`config.mk`:
```
export PLATFORM = sky130hd
export DESIGN_NAME = pcscr_regs
export DESIGN_NICKNAME = d
export VERILOG_FILES = /design/src/hw/pcscr_pkg.sv /design/src/hw/pcscr_regs.sv /design/src/hw/pcscr_sync_sel.sv
export SDC_FILE = /design/constraint.sdc
export NUM_CORES = 1
export LEC_CHECK = 0
export ABC_AREA = 1
export BUFFER_PORTS_ARGS = -buffer_cell sky130_fd_sc_hd__buf_2
export CAP_MARGIN = 0
export CORE_ASPECT_RATIO = 0.6
export CORE_UTILIZATION = 40
export DETAILED_ROUTE_END_ITERATION = 16
export GPL_TIMING_DRIVEN = 0
export HOLD_SLACK_MARGIN = 0.06
export PLACE_DENSITY = 0.63
export SETUP_SLACK_MARGIN = 0.02
export SLEW_MARGIN = 20
export SYNTH_ARGS = -nofsm -noshare
export SYNTH_HDL_FRONTEND = slang
export SYNTH_SLANG_ARGS = --single-unit
```
`constraint.sdc`:
```
create_clock -name clock -period 7.4 [get_ports clock]
set_input_delay 0.74 -clock clock [delete_from_list [all_inputs] [get_ports clock]]
set_output_delay 0.74 -clock clock [all_outputs]
set_load 0.02 [all_outputs]
```
`src/hw/pcscr_pkg.sv`:
```
// Purpose: constants, types and register map for the peak cancel stage config registers
// Assumes: 8-bit register address, 16-bit register data, one 25 MHz clock
// Notes:   stages are indexed 0..2 for peak cancel stages 2..4
package pcscr_pkg;

    localparam int PCSCR_STAGES = 3;
    localparam int PCSCR_COUNTS = 2;
    localparam int PCSCR_ADDR_W = 8;
    localparam int PCSCR_DATA_W = 16;
    localparam int PCSCR_DELAY_W = 8;
    localparam int PCSCR_COUNT_W = 4;
    localparam int PCSCR_SEL_W = 3;

    // register offsets, per stage and per count, then shared
    localparam logic [7:0] PCSCR_OFS_DETECT [PCSCR_STAGES] = '{8'h39, 8'h41, 8'h49};
    localparam logic [7:0] PCSCR_OFS_GAIN   [PCSCR_STAGES] = '{8'h3a, 8'h42, 8'h4a};
    localparam logic [7:0] PCSCR_OFS_DELAY  [PCSCR_STAGES] = '{8'h3b, 8'h43, 8'h4b};
    localparam logic [7:0] PCSCR_OFS_COUNT  [PCSCR_COUNTS] = '{8'h40, 8'h48};
    localparam logic [7:0] PCSCR_OFS_CANCEL_SEL   = 8'h4c;
    localparam logic [7:0] PCSCR_OFS_RESOURCE_SEL = 8'h4d;
    localparam logic [7:0] PCSCR_OFS_SOFTWARE_SYNC_SOURCE   = 8'h4e;
    localparam logic [7:0] PCSCR_OFS_STATUS       = 8'h4f;

    // field positions
    localparam int PCSCR_SW_CANCEL_BIT   = 0;
    localparam int PCSCR_SW_RESOURCE_BIT = 1;
    localparam int PCSCR_ST_OVER_BIT     = 8;
    localparam int PCSCR_ST_LOWDLY_BIT   = 9;

    // reset values
    localparam logic [15:0] PCSCR_RST_THRESH = 16'h0000;
    localparam logic [7:0]  PCSCR_RST_DELAY  = 8'h00;
    localparam logic [3:0]  PCSCR_RST_COUNT  = 4'h0;
    localparam logic [2:0]  PCSCR_RST_SEL    = 3'h0;

    // legal limits
    localparam logic [4:0] PCSCR_MAX_CANCELLERS = 5'h08;
    localparam logic [7:0] PCSCR_MIN_DELAY      = 8'h05;

    typedef enum logic [2:0] {
        PCSCR_SRC_NEVER  = 3'b000,
        PCSCR_SRC_SW     = 3'b001,
        PCSCR_SRC_TIMER  = 3'b010,
        PCSCR_SRC_SYNC_A = 3'b011,
        PCSCR_SRC_SYNC_B = 3'b100,
        PCSCR_SRC_ALWAYS = 3'b101
    } pcscr_sync_src_t;

    typedef struct packed {
        logic        valid;
        logic [15:0] mag_sq;
    } pcscr_peak_t;

    typedef struct packed {
        logic        fire;
        logic [15:0] target_sq;
    } pcscr_cancel_t;

endpackage

```
`src/hw/pcscr_regs.sv`:
```
// Purpose: config registers and sync-gated active copies for peak cancel stages 2..4
// Assumes: register master per plain strobe port, sync pins asynchronous to clock
// Notes:   delay and count outputs get active copies only; detect and gain writes reach the peak cut path directly
`timescale 1ns/1ps
module pcscr_regs (
    input  wire logic                                           clock,
    input  wire logic                                           rst_n,
    input  wire logic [pcscr_pkg::PCSCR_ADDR_W-1:0]             reg_addr,
    input  wire logic [pcscr_pkg::PCSCR_DATA_W-1:0]             reg_wdata,
    input  wire logic                                           reg_write,
    input  wire logic                                           reg_read,
    output logic      [pcscr_pkg::PCSCR_DATA_W-1:0]             reg_rdata,
    input  wire logic                                           timer_pin,
    input  wire logic                                           sync_a_pin,
    input  wire logic                                           sync_b_pin,
    input  pcscr_pkg::pcscr_peak_t                              peak_in [pcscr_pkg::PCSCR_STAGES],
    input  wire logic [pcscr_pkg::PCSCR_STAGES-1:0]             canceller_free,
    output pcscr_pkg::pcscr_cancel_t                            cancel_out [pcscr_pkg::PCSCR_STAGES],
    output logic      [pcscr_pkg::PCSCR_DELAY_W-1:0]            active_delay [pcscr_pkg::PCSCR_STAGES],
    output logic      [pcscr_pkg::PCSCR_COUNT_W-1:0]            active_count [pcscr_pkg::PCSCR_COUNTS]
);
    import pcscr_pkg::*;

    ////////////////////////////////////////////////////////////////////////////////
    // storage

    logic [15:0] stage_detect [PCSCR_STAGES];
    logic [15:0] stage_gain   [PCSCR_STAGES];
    logic [7:0]  stage_delay  [PCSCR_STAGES];
    logic [3:0]  stage_count  [PCSCR_COUNTS];
    logic [2:0]  cancel_sel;
    logic [2:0]  resource_sel;
    logic [15:0] stage_rd     [PCSCR_STAGES];
    logic [15:0] count_rd     [PCSCR_COUNTS];
    logic [15:0] next_rdata;
    logic        cancel_event;
    logic        resource_event;

    ////////////////////////////////////////////////////////////////////////////////
    // sync pin inputs: two flops, then an edge flop that reads only the second

    logic [2:0] pin_meta;
    logic [2:0] pin_sync;
    logic [2:0] pin_prev;
    logic [2:0] pin_rise;

    always_ff @(posedge clock) begin
        if (!rst_n) begin
            pin_meta <= 3'h0;
            pin_sync <= 3'h0;
            pin_prev <= 3'h0;
        end else begin
            pin_meta <= {sync_b_pin, sync_a_pin, timer_pin};
            pin_sync <= pin_meta;
            pin_prev <= pin_sync;
        end
    end

    // a held pin counts once, on its rising edge
    assign pin_rise = pin_sync & ~pin_prev;

    ////////////////////////////////////////////////////////////////////////////////
    // own control registers: selectors and software trigger

    logic wr_cancel_sel;
    logic wr_resource_sel;
    logic wr_software_sync_source;
    logic sw_cancel;
    logic sw_resource;

    assign wr_cancel_sel   = reg_write && reg_addr == PCSCR_OFS_CANCEL_SEL;
    assign wr_resource_sel = reg_write && reg_addr == PCSCR_OFS_RESOURCE_SEL;
    assign wr_software_sync_source   = reg_write && reg_addr == PCSCR_OFS_SOFTWARE_SYNC_SOURCE;
    assign sw_cancel       = wr_software_sync_source && reg_wdata[PCSCR_SW_CANCEL_BIT];
    assign sw_resource     = wr_software_sync_source && reg_wdata[PCSCR_SW_RESOURCE_BIT];

    // selector codes stored raw, so invalid codes read back as written
    always_ff @(posedge clock) begin
        if (!rst_n) begin
            cancel_sel   <= PCSCR_RST_SEL;
            resource_sel <= PCSCR_RST_SEL;
        end else begin
            if (wr_cancel_sel) begin
                cancel_sel <= reg_wdata[2:0];
            end
            if (wr_resource_sel) begin
                resource_sel <= reg_wdata[2:0];
            end
        end
    end

    // one selector per sync domain; software trigger bit picks which one fires
    pcscr_sync_sel u_cancel_sync (
        .clock        (clock),
        .rst_n        (rst_n),
        .select       (cancel_sel),
        .sw_event     (sw_cancel),
        .timer_event  (pin_rise[0]),
        .sync_a_event (pin_rise[1]),
        .sync_b_event (pin_rise[2]),
        .event_pulse  (cancel_event)
    );

    pcscr_sync_sel u_resource_sync (
        .clock        (clock),
        .rst_n        (rst_n),
        .select       (resource_sel),
        .sw_event     (sw_resource),
        .timer_event  (pin_rise[0]),
        .sync_a_event (pin_rise[1]),
        .sync_b_event (pin_rise[2]),
        .event_pulse  (resource_event)
    );

    ////////////////////////////////////////////////////////////////////////////////
    // per-stage thresholds, delay and peak decision

    for (genvar s = 0; s < PCSCR_STAGES; s++) begin : g_stage
        logic wr_det;
        logic wr_gain;
        logic wr_dly;
        logic avail;
        logic over;

        assign wr_det  = reg_write && reg_addr == PCSCR_OFS_DETECT[s];
        assign wr_gain = reg_write && reg_addr == PCSCR_OFS_GAIN[s];
        assign wr_dly  = reg_write && reg_addr == PCSCR_OFS_DELAY[s];

        // reserved delay bits read as zero
        assign stage_rd[s] = ({16{reg_addr == PCSCR_OFS_DETECT[s]}} & stage_detect[s])
                           | ({16{reg_addr == PCSCR_OFS_GAIN[s]}} & stage_gain[s])
                           | ({16{reg_addr == PCSCR_OFS_DELAY[s]}} & {8'h00, stage_delay[s]});

        // stage 2 count lives elsewhere; stages 3, 4 also need an active allocation
        if (s == 0) begin : g_avail_ext
            assign avail = canceller_free[s];
        end else begin : g_avail_cnt
            assign avail = canceller_free[s] && (active_count[s-1] != 4'h0);
        end

        // strictly above the detect level triggers a cut
        assign over = peak_in[s].valid && (peak_in[s].mag_sq > stage_detect[s]);

        // full-width thresholds, low-byte delay, all clear to zero
        always_ff @(posedge clock) begin
            if (!rst_n) begin
                stage_detect[s] <= PCSCR_RST_THRESH;
                stage_gain[s]   <= PCSCR_RST_THRESH;
                stage_delay[s]  <= PCSCR_RST_DELAY;
            end else begin
                if (wr_det) begin
                    stage_detect[s] <= reg_wdata;
                end
                if (wr_gain) begin
                    stage_gain[s] <= reg_wdata;
                end
                if (wr_dly) begin
                    stage_delay[s] <= reg_wdata[7:0];
                end
            end
        end

        // delay line sees a new value only on cancel sync
        always_ff @(posedge clock) begin
            if (!rst_n) begin
                active_delay[s] <= PCSCR_RST_DELAY;
            end else if (cancel_event) begin
                active_delay[s] <= stage_delay[s];
            end
        end

        // cut command carries the gain level as target
        always_ff @(posedge clock) begin
            if (!rst_n) begin
                cancel_out[s] <= '0;
            end else begin
                cancel_out[s].fire      <= over && avail;
                cancel_out[s].target_sq <= (over && avail) ? stage_gain[s] : 16'h0000;
            end
        end
    end

    ////////////////////////////////////////////////////////////////////////////////
    // canceller counts for stages 3 and 4

    for (genvar c = 0; c < PCSCR_COUNTS; c++) begin : g_count
        logic wr_cnt;

        assign wr_cnt      = reg_write && reg_addr == PCSCR_OFS_COUNT[c];
        assign count_rd[c] = {16{reg_addr == PCSCR_OFS_COUNT[c]}} & {12'h000, stage_count[c]};

        // four-bit field, range not clamped: software owns the 0..8 limit
        always_ff @(posedge clock) begin
            if (!rst_n) begin
                stage_count[c] <= PCSCR_RST_COUNT;
            end else if (wr_cnt) begin
                stage_count[c] <= reg_wdata[3:0];
            end
        end

        // allocation swaps only on resource sync, never mid-run
        always_ff @(posedge clock) begin
            if (!rst_n) begin
                active_count[c] <= PCSCR_RST_COUNT;
            end else if (resource_event) begin
                active_count[c] <= stage_count[c];
            end
        end
    end

    ////////////////////////////////////////////////////////////////////////////////
    // status and read mux

    logic       alloc_over;
    logic       delay_low;
    logic [2:0] delay_low_vec;

    // only stages 3 and 4 are visible here, so the sum check is partial
    assign alloc_over = ({1'b0, stage_count[0]} + {1'b0, stage_count[1]}) > PCSCR_MAX_CANCELLERS;

    for (genvar d = 0; d < PCSCR_STAGES; d++) begin : g_low
        assign delay_low_vec[d] = active_delay[d] < PCSCR_MIN_DELAY;
    end
    assign delay_low = |delay_low_vec;

    // unmapped and write-only addresses read zero
    always_comb begin
        next_rdata = 16'h0000;
        for (int i = 0; i < PCSCR_STAGES; i++) begin
            next_rdata = next_rdata | stage_rd[i];
        end
        for (int i = 0; i < PCSCR_COUNTS; i++) begin
            next_rdata = next_rdata | count_rd[i];
        end
        if (reg_addr == PCSCR_OFS_CANCEL_SEL) begin
            next_rdata = {13'h0000, cancel_sel};
        end
        if (reg_addr == PCSCR_OFS_RESOURCE_SEL) begin
            next_rdata = {13'h0000, resource_sel};
        end
        if (reg_addr == PCSCR_OFS_STATUS) begin
            next_rdata = {6'h00, delay_low, alloc_over, active_count[1], active_count[0]};
        end
    end

    // data stand exactly one cycle after the read strobe
    always_ff @(posedge clock) begin
        if (!rst_n) begin
            reg_rdata <= 16'h0000;
        end else begin
            reg_rdata <= reg_read ? next_rdata : 16'h0000;
        end
    end

    ////////////////////////////////////////////////////////////////////////////////
    // checks

    chk_detect_readback: assert property (@(posedge clock) disable iff (!rst_n)
        reg_read && reg_addr == PCSCR_OFS_DETECT[1] |=> reg_rdata == $past(stage_detect[1]))
        else $error("detect threshold read back wrong");

    chk_reset_clear: assert property (@(posedge clock)
        !rst_n |=> stage_gain[2] == 16'h0000 && stage_delay[0] == 8'h00 && stage_count[1] == 4'h0)
        else $error("register not cleared by reset");

    chk_thresh_full: assert property (@(posedge clock) disable iff (!rst_n)
        reg_write && reg_addr == PCSCR_OFS_GAIN[0] |=> stage_gain[0] == $past(reg_wdata)
        ##1 (reg_read && reg_addr == PCSCR_OFS_GAIN[0]) [*1] |=> reg_rdata == stage_gain[0])
        else $error("gain threshold not stored at full width");

    chk_delay_width: assert property (@(posedge clock) disable iff (!rst_n)
        reg_read && reg_addr == PCSCR_OFS_DELAY[2] |=> reg_rdata[15:8] == 8'h00
        && reg_rdata[7:0] == $past(stage_delay[2]))
        else $error("delay reserved bits not zero");

    chk_delay_hold: assert property (@(posedge clock) disable iff (!rst_n)
        !cancel_event |=> active_delay[1] == $past(active_delay[1]))
        else $error("active delay moved without cancel sync");

    chk_delay_load: assert property (@(posedge clock) disable iff (!rst_n)
        cancel_event |=> active_delay[0] == $past(stage_delay[0]))
        else $error("active delay not loaded on cancel sync");

    chk_count_hold: assert property (@(posedge clock) disable iff (!rst_n)
        !resource_event ##1 !resource_event |-> $stable(active_count[0]) && $stable(active_count[1]))
        else $error("allocation changed without resource sync");

    chk_count_load: assert property (@(posedge clock) disable iff (!rst_n)
        resource_event |=> active_count[1] == $past(stage_count[1]))
        else $error("allocation not loaded on resource sync");

    chk_peak_cut: assert property (@(posedge clock) disable iff (!rst_n)
        peak_in[2].valid && peak_in[2].mag_sq > stage_detect[2] && canceller_free[2]
        && active_count[1] != 4'h0 |=> cancel_out[2].fire && cancel_out[2].target_sq == $past(stage_gain[2]))
        else $error("over-threshold peak not cut to gain level");

    chk_peak_quiet: assert property (@(posedge clock) disable iff (!rst_n)
        !peak_in[0].valid || peak_in[0].mag_sq <= stage_detect[0] |=> !cancel_out[0].fire)
        else $error("cut issued without over-threshold peak");

    chk_sel_never: assert property (@(posedge clock) disable iff (!rst_n)
        cancel_sel == PCSCR_SRC_NEVER [*2] |-> !cancel_event)
        else $error("cancel sync fired with source never");

    chk_sel_always: assert property (@(posedge clock) disable iff (!rst_n)
        resource_sel == PCSCR_SRC_ALWAYS |=> resource_event)
        else $error("resource sync idle with source always");

    chk_software_sync_source: assert property (@(posedge clock) disable iff (!rst_n)
        cancel_sel == PCSCR_SRC_SW && sw_cancel |=> cancel_event ##1 active_delay[2] == $past(stage_delay[2]))
        else $error("software trigger did not load delays");

endmodule

```
`src/hw/pcscr_sync_sel.sv`:
```
// Purpose: pick one sync source by a three-bit code and issue a one-cycle event
// Assumes: all event inputs are one-cycle pulses on clock
// Notes:   codes 6 and 7 produce no event
`timescale 1ns/1ps
module pcscr_sync_sel (
    input  wire logic                            clock,
    input  wire logic                            rst_n,
    input  wire logic [pcscr_pkg::PCSCR_SEL_W-1:0] select,
    input  wire logic                            sw_event,
    input  wire logic                            timer_event,
    input  wire logic                            sync_a_event,
    input  wire logic                            sync_b_event,
    output logic                                 event_pulse
);
    import pcscr_pkg::*;

    logic next_event;

    // source decode; invalid codes fall through to no event
    assign next_event = (select == PCSCR_SRC_SW     && sw_event)
                      | (select == PCSCR_SRC_TIMER  && timer_event)
                      | (select == PCSCR_SRC_SYNC_A && sync_a_event)
                      | (select == PCSCR_SRC_SYNC_B && sync_b_event)
                      | (select == PCSCR_SRC_ALWAYS);

    // registered so the event leaves as a clean flop output
    always_ff @(posedge clock) begin
        if (!rst_n) begin
            event_pulse <= 1'b0;
        end else begin
            event_pulse <= next_event;
        end
    end

endmodule

```
==> impl_metrics.json <==
{
  "slew_headroom_pct": 43.3,
  "layout_common_cells": "nor2_1, buf_2, inv_1",
  "drcViolationCount": 0,
  "p_total_uw": 2950,
  "grt_pass1_vias": 8468,
  "grt_max_degree": 15,
  "wl_per_cell_um": 19.2,
  "critPathKind": "in -> reg",
  "cap_violations": 0,
  "synthXorXnorAreaFrac_pct": 0.161,
  "grt_overflow": 0,
  "htree_levels": 1,
  "startpoint_type": "primary input",
  "fin_crit_sh_pct": 30.8,
  "p_leak_uw": 0.00637,
  "vias": 9045,
  "nets": 1544,
  "cts_root_buf": "clkbuf_16",
  "start_util_pct": 41.0,
  "cp_slowest_cell": "buf_1",
  "cts_resized": 0,
  "wirelength_mm": 34.3,
  "ys.flop_type": "edfxtp_1",
  "cts_hold_buf": 0,
  "path_clk_slew_ns": 0.06,
  "final_common_cell": "nor2_1",
  "first_pass_iters": 5,
  "hold_viol_final": 0,
  "synthMuxAreaShare_pct": 0,
  "drtAntennaViolNets": 0,
  "synth-compound-area-share_pct": 8.35,
  "swShare_pct": 24.0,
  "synth-simple-area-share_pct": 20.3,
  "min_period_ns": 2.28,
  "synth_fp_nets": 1329,
  "layout_setup_ws_ns": 5.12,
  "power_switching_uw": 707,
  "worst_ep_required_time_ns": 7.55,
  "path_max_fanout": 10,
  "cts_tree": "yes",
  "r2r_slack_ns": 5.18,
  "fin_setup_tns_ns": 0,
  "p_comb_share_pct": 7.0,
  "synth_enable_flop_cells": 128,
  "peakVddDrop_mv": 0.124,
  "io_pins": 184,
  "hold_depth": 3,
  "placed_area_mm2": 0.0123,
  "cellPowerDensity_mw_per_mm2": 224,
  "pwr-share-clk_pct": 42.7,
  "r2r_cells": 9,
  "syn-cell-area_mm2": 0.0109,
  "first_iter_violations": 1069,
  "numCtsBuffers": 25,
  "crit_chain": "clkbuf_1 -> buf_1 -> o21ai_1",
  "final_layout_size_suffix_gt1_share_pct": 20.7,
  "dp_slack_ns": 4.48,
  "synth.avg_cell_area_um2": 9.12,
  "fin_skew_ns": 0.00907,
  "diodes": 0,
  "reg2reg_from": "stage_detect[1][1]",
  "synthCells": 1191,
  "die_w_um": 215,
  "place_hpwl_mm": 26.8,
  "final_cell_area_mm2": 0.0131,
  "vias_per_cell": 5.07,
  "synth_top_family_by_area": "simple AND/OR/NAND/NOR gates",
  "core_area_mm2": 0.0265,
  "hp-start": "timer_pin",
  "yosys_register_bits": 244,
  "clk-insertion-delay-late_ns": 0.53,
  "critPathMaxStageDelay_ns": 0.70,
  "rsz0062_at_grt": "false",
  "antenna_found_initial": 0,
  "finalMaxSlewViolations": 0,
  "critPathArrivalTime_ns": 2.43,
  "end_kind": "flip-flop",
  "clock_sinks": 244,
  "die_y_um": 130,
  "die_area_mm2": 0.0279,
  "clk_path_buf_depth": 3,
  "gp_routability_congestion": 0.946,
  "synth-seq-area-share_pct": 56.7,
  "grt_pass1_wl_mm": 51.0,
  "min_path_type": "in -> reg",
  "synthToLayoutAreaGrowth_pct": 20.8,
  "io_buffers": 182,
  "worstMarginPinSlew_ns": 0.851,
  "p_int_uw": 2240,
  "finalSetupViolCount": 0,
  "post_cts_buffers": 0,
  "rows": 46,
  "synth.distinct_cells": 35,
  "fmax_ghz": 0.439,
  "synthAdderAreaFrac_pct": 6.17,
  "ys.warnings.count": 0,
  "synthArstFlopShare_pct": 0,
  "status": "completed",
  "r2r_end": "cancel_out[24]",
  "pwr-share-seq_pct": 50.3,
  "whs_endpoint": "pin_meta[0]",
  "utilization_pct": 49.5,
  "globalRouteTotalUtil_pct": 24.6
}
==> sequential cells by signal, indices dropped and copies added (netlist names), 8 cells and up <==
signal and cells:
stage_detect 48, stage_gain 48, reg_rdata 16, stage_count 8, cancel_out 51, active_count 8, active_delay 24, stage_delay 24
==> worst max-delay path: cells and delay by family <==
family	cells	cell delay (ns)
buffers and inverters	2	1.16
AOI/OAI and AO/OA	1	0.52
==> cells in the mapped netlist, types with 2 or more instances <==
| library cell | n | area (um2) |
|---|---|---|
| nor2_8 | 3 | 60.1 |
| clkinv_1 | 5 | 18.8 |
| nand2_2 | 10 | 62.6 |
| nor2_4 | 2 | 22.5 |
| nor3_1 | 18 | 90.1 |
| dfxtp_1 | 116 | 2320 |
| nand2_1 | 87 | 327 |
| nand3b_1 | 2 | 15.0 |
| buf_2 | 18 | 90.1 |
| buf_6 | 3 | 33.8 |
| nor2_2 | 2 | 12.5 |
| ha_1 | 52 | 651 |
| nor4_1 | 3 | 18.8 |
| edfxtp_1 | 128 | 3840 |
| inv_2 | 5 | 18.8 |
| nor2_1 | 272 | 1020 |
| nand3_1 | 71 | 355 |
| o2111ai_1 | 2 | 17.5 |
| nand2_4 | 5 | 56.3 |
| nand4_1 | 11 | 68.8 |
| xor2_1 | 2 | 17.5 |
| inv_1 | 174 | 653 |
| clkbuf_1 | 14 | 52.6 |
| a21o_1 | 2 | 15.0 |
| buf_1 | 4 | 15.0 |
| o22ai_1 | 30 | 188 |
| o21ai_1 | 3 | 15.0 |
| a21oi_1 | 61 | 305 |
| buf_4 | 3 | 22.5 |
| o21ai_0 | 72 | 360 |
| nand4_2 | 5 | 62.6 |
| or2_2 | 3 | 18.8 |
==> through the flow <==
step	instances	hold WS, ns
after floorplan	1191	0.390
after global placement	1733	0.395
after detailed placement	1739	0.400
after CTS	1784	0.379
after global routing	1784	0.385
final	1784	0.387
==> kinds of logic after synthesis <==
family,count (synthesis)
adders and majority gates,53
buffers and inverters,226
DFF,244
and+or+nand+nor,495
xor gates and xnor gates,2
AOI/OAI and AO/OA,171
==> power by group through the flow <==
stage	registers, uW	clock network (uW)	logic, uW
floorplan	1510	0	113
global placement	1510	0	193
detailed placement	1510	0	204
CTS	1480	1270	205
global route	1480	1310	230
finish	1480	1260	207
==> final cells by class <==
cell class                 instances  area [um2]
fill                            2538       13400
sequential                       244        6170
timing repair buffer             188         978
buffer                            42         214
multi-input combinational        721        3820
clock inverter                    11        85.1
inverter                         184         691
tap                              360         450
clock buffer                      34         714
==> how the worst max path moves through the flow <==
stage                                  start  depth (start not counted)  slack, ns           endpoint
after floorplan                  reg_addr[0]                          6       4.46   stage_gain[1][0]
after global placement           reg_addr[6]                          7       3.51  stage_gain[0][12]
after detailed placement         reg_addr[6]                          6       4.48  stage_delay[0][4]
after CTS                        reg_addr[6]                          6       5.03  stage_delay[0][6]
after global routing      stage_detect[1][5]                          9       5.08     cancel_out[23]
final                                  rst_n                          3       5.12  stage_delay[1][6]
==> layer usage <==
metal / vias to the layer above / GRT usage [%] / wire (um) / share of wire [%]
met2: 421 / 33.0 / 13300 / 39
met4: 2 / 4.62 / 526 / 1.5
met5: - / 2.00 / 80 / 0.23
met3: 42 / 6.62 / 3900 / 11
li1: 4358 / - / - / -
met1: 4222 / 38.7 / 16500 / 48
(Power assumes the default switching activity.)
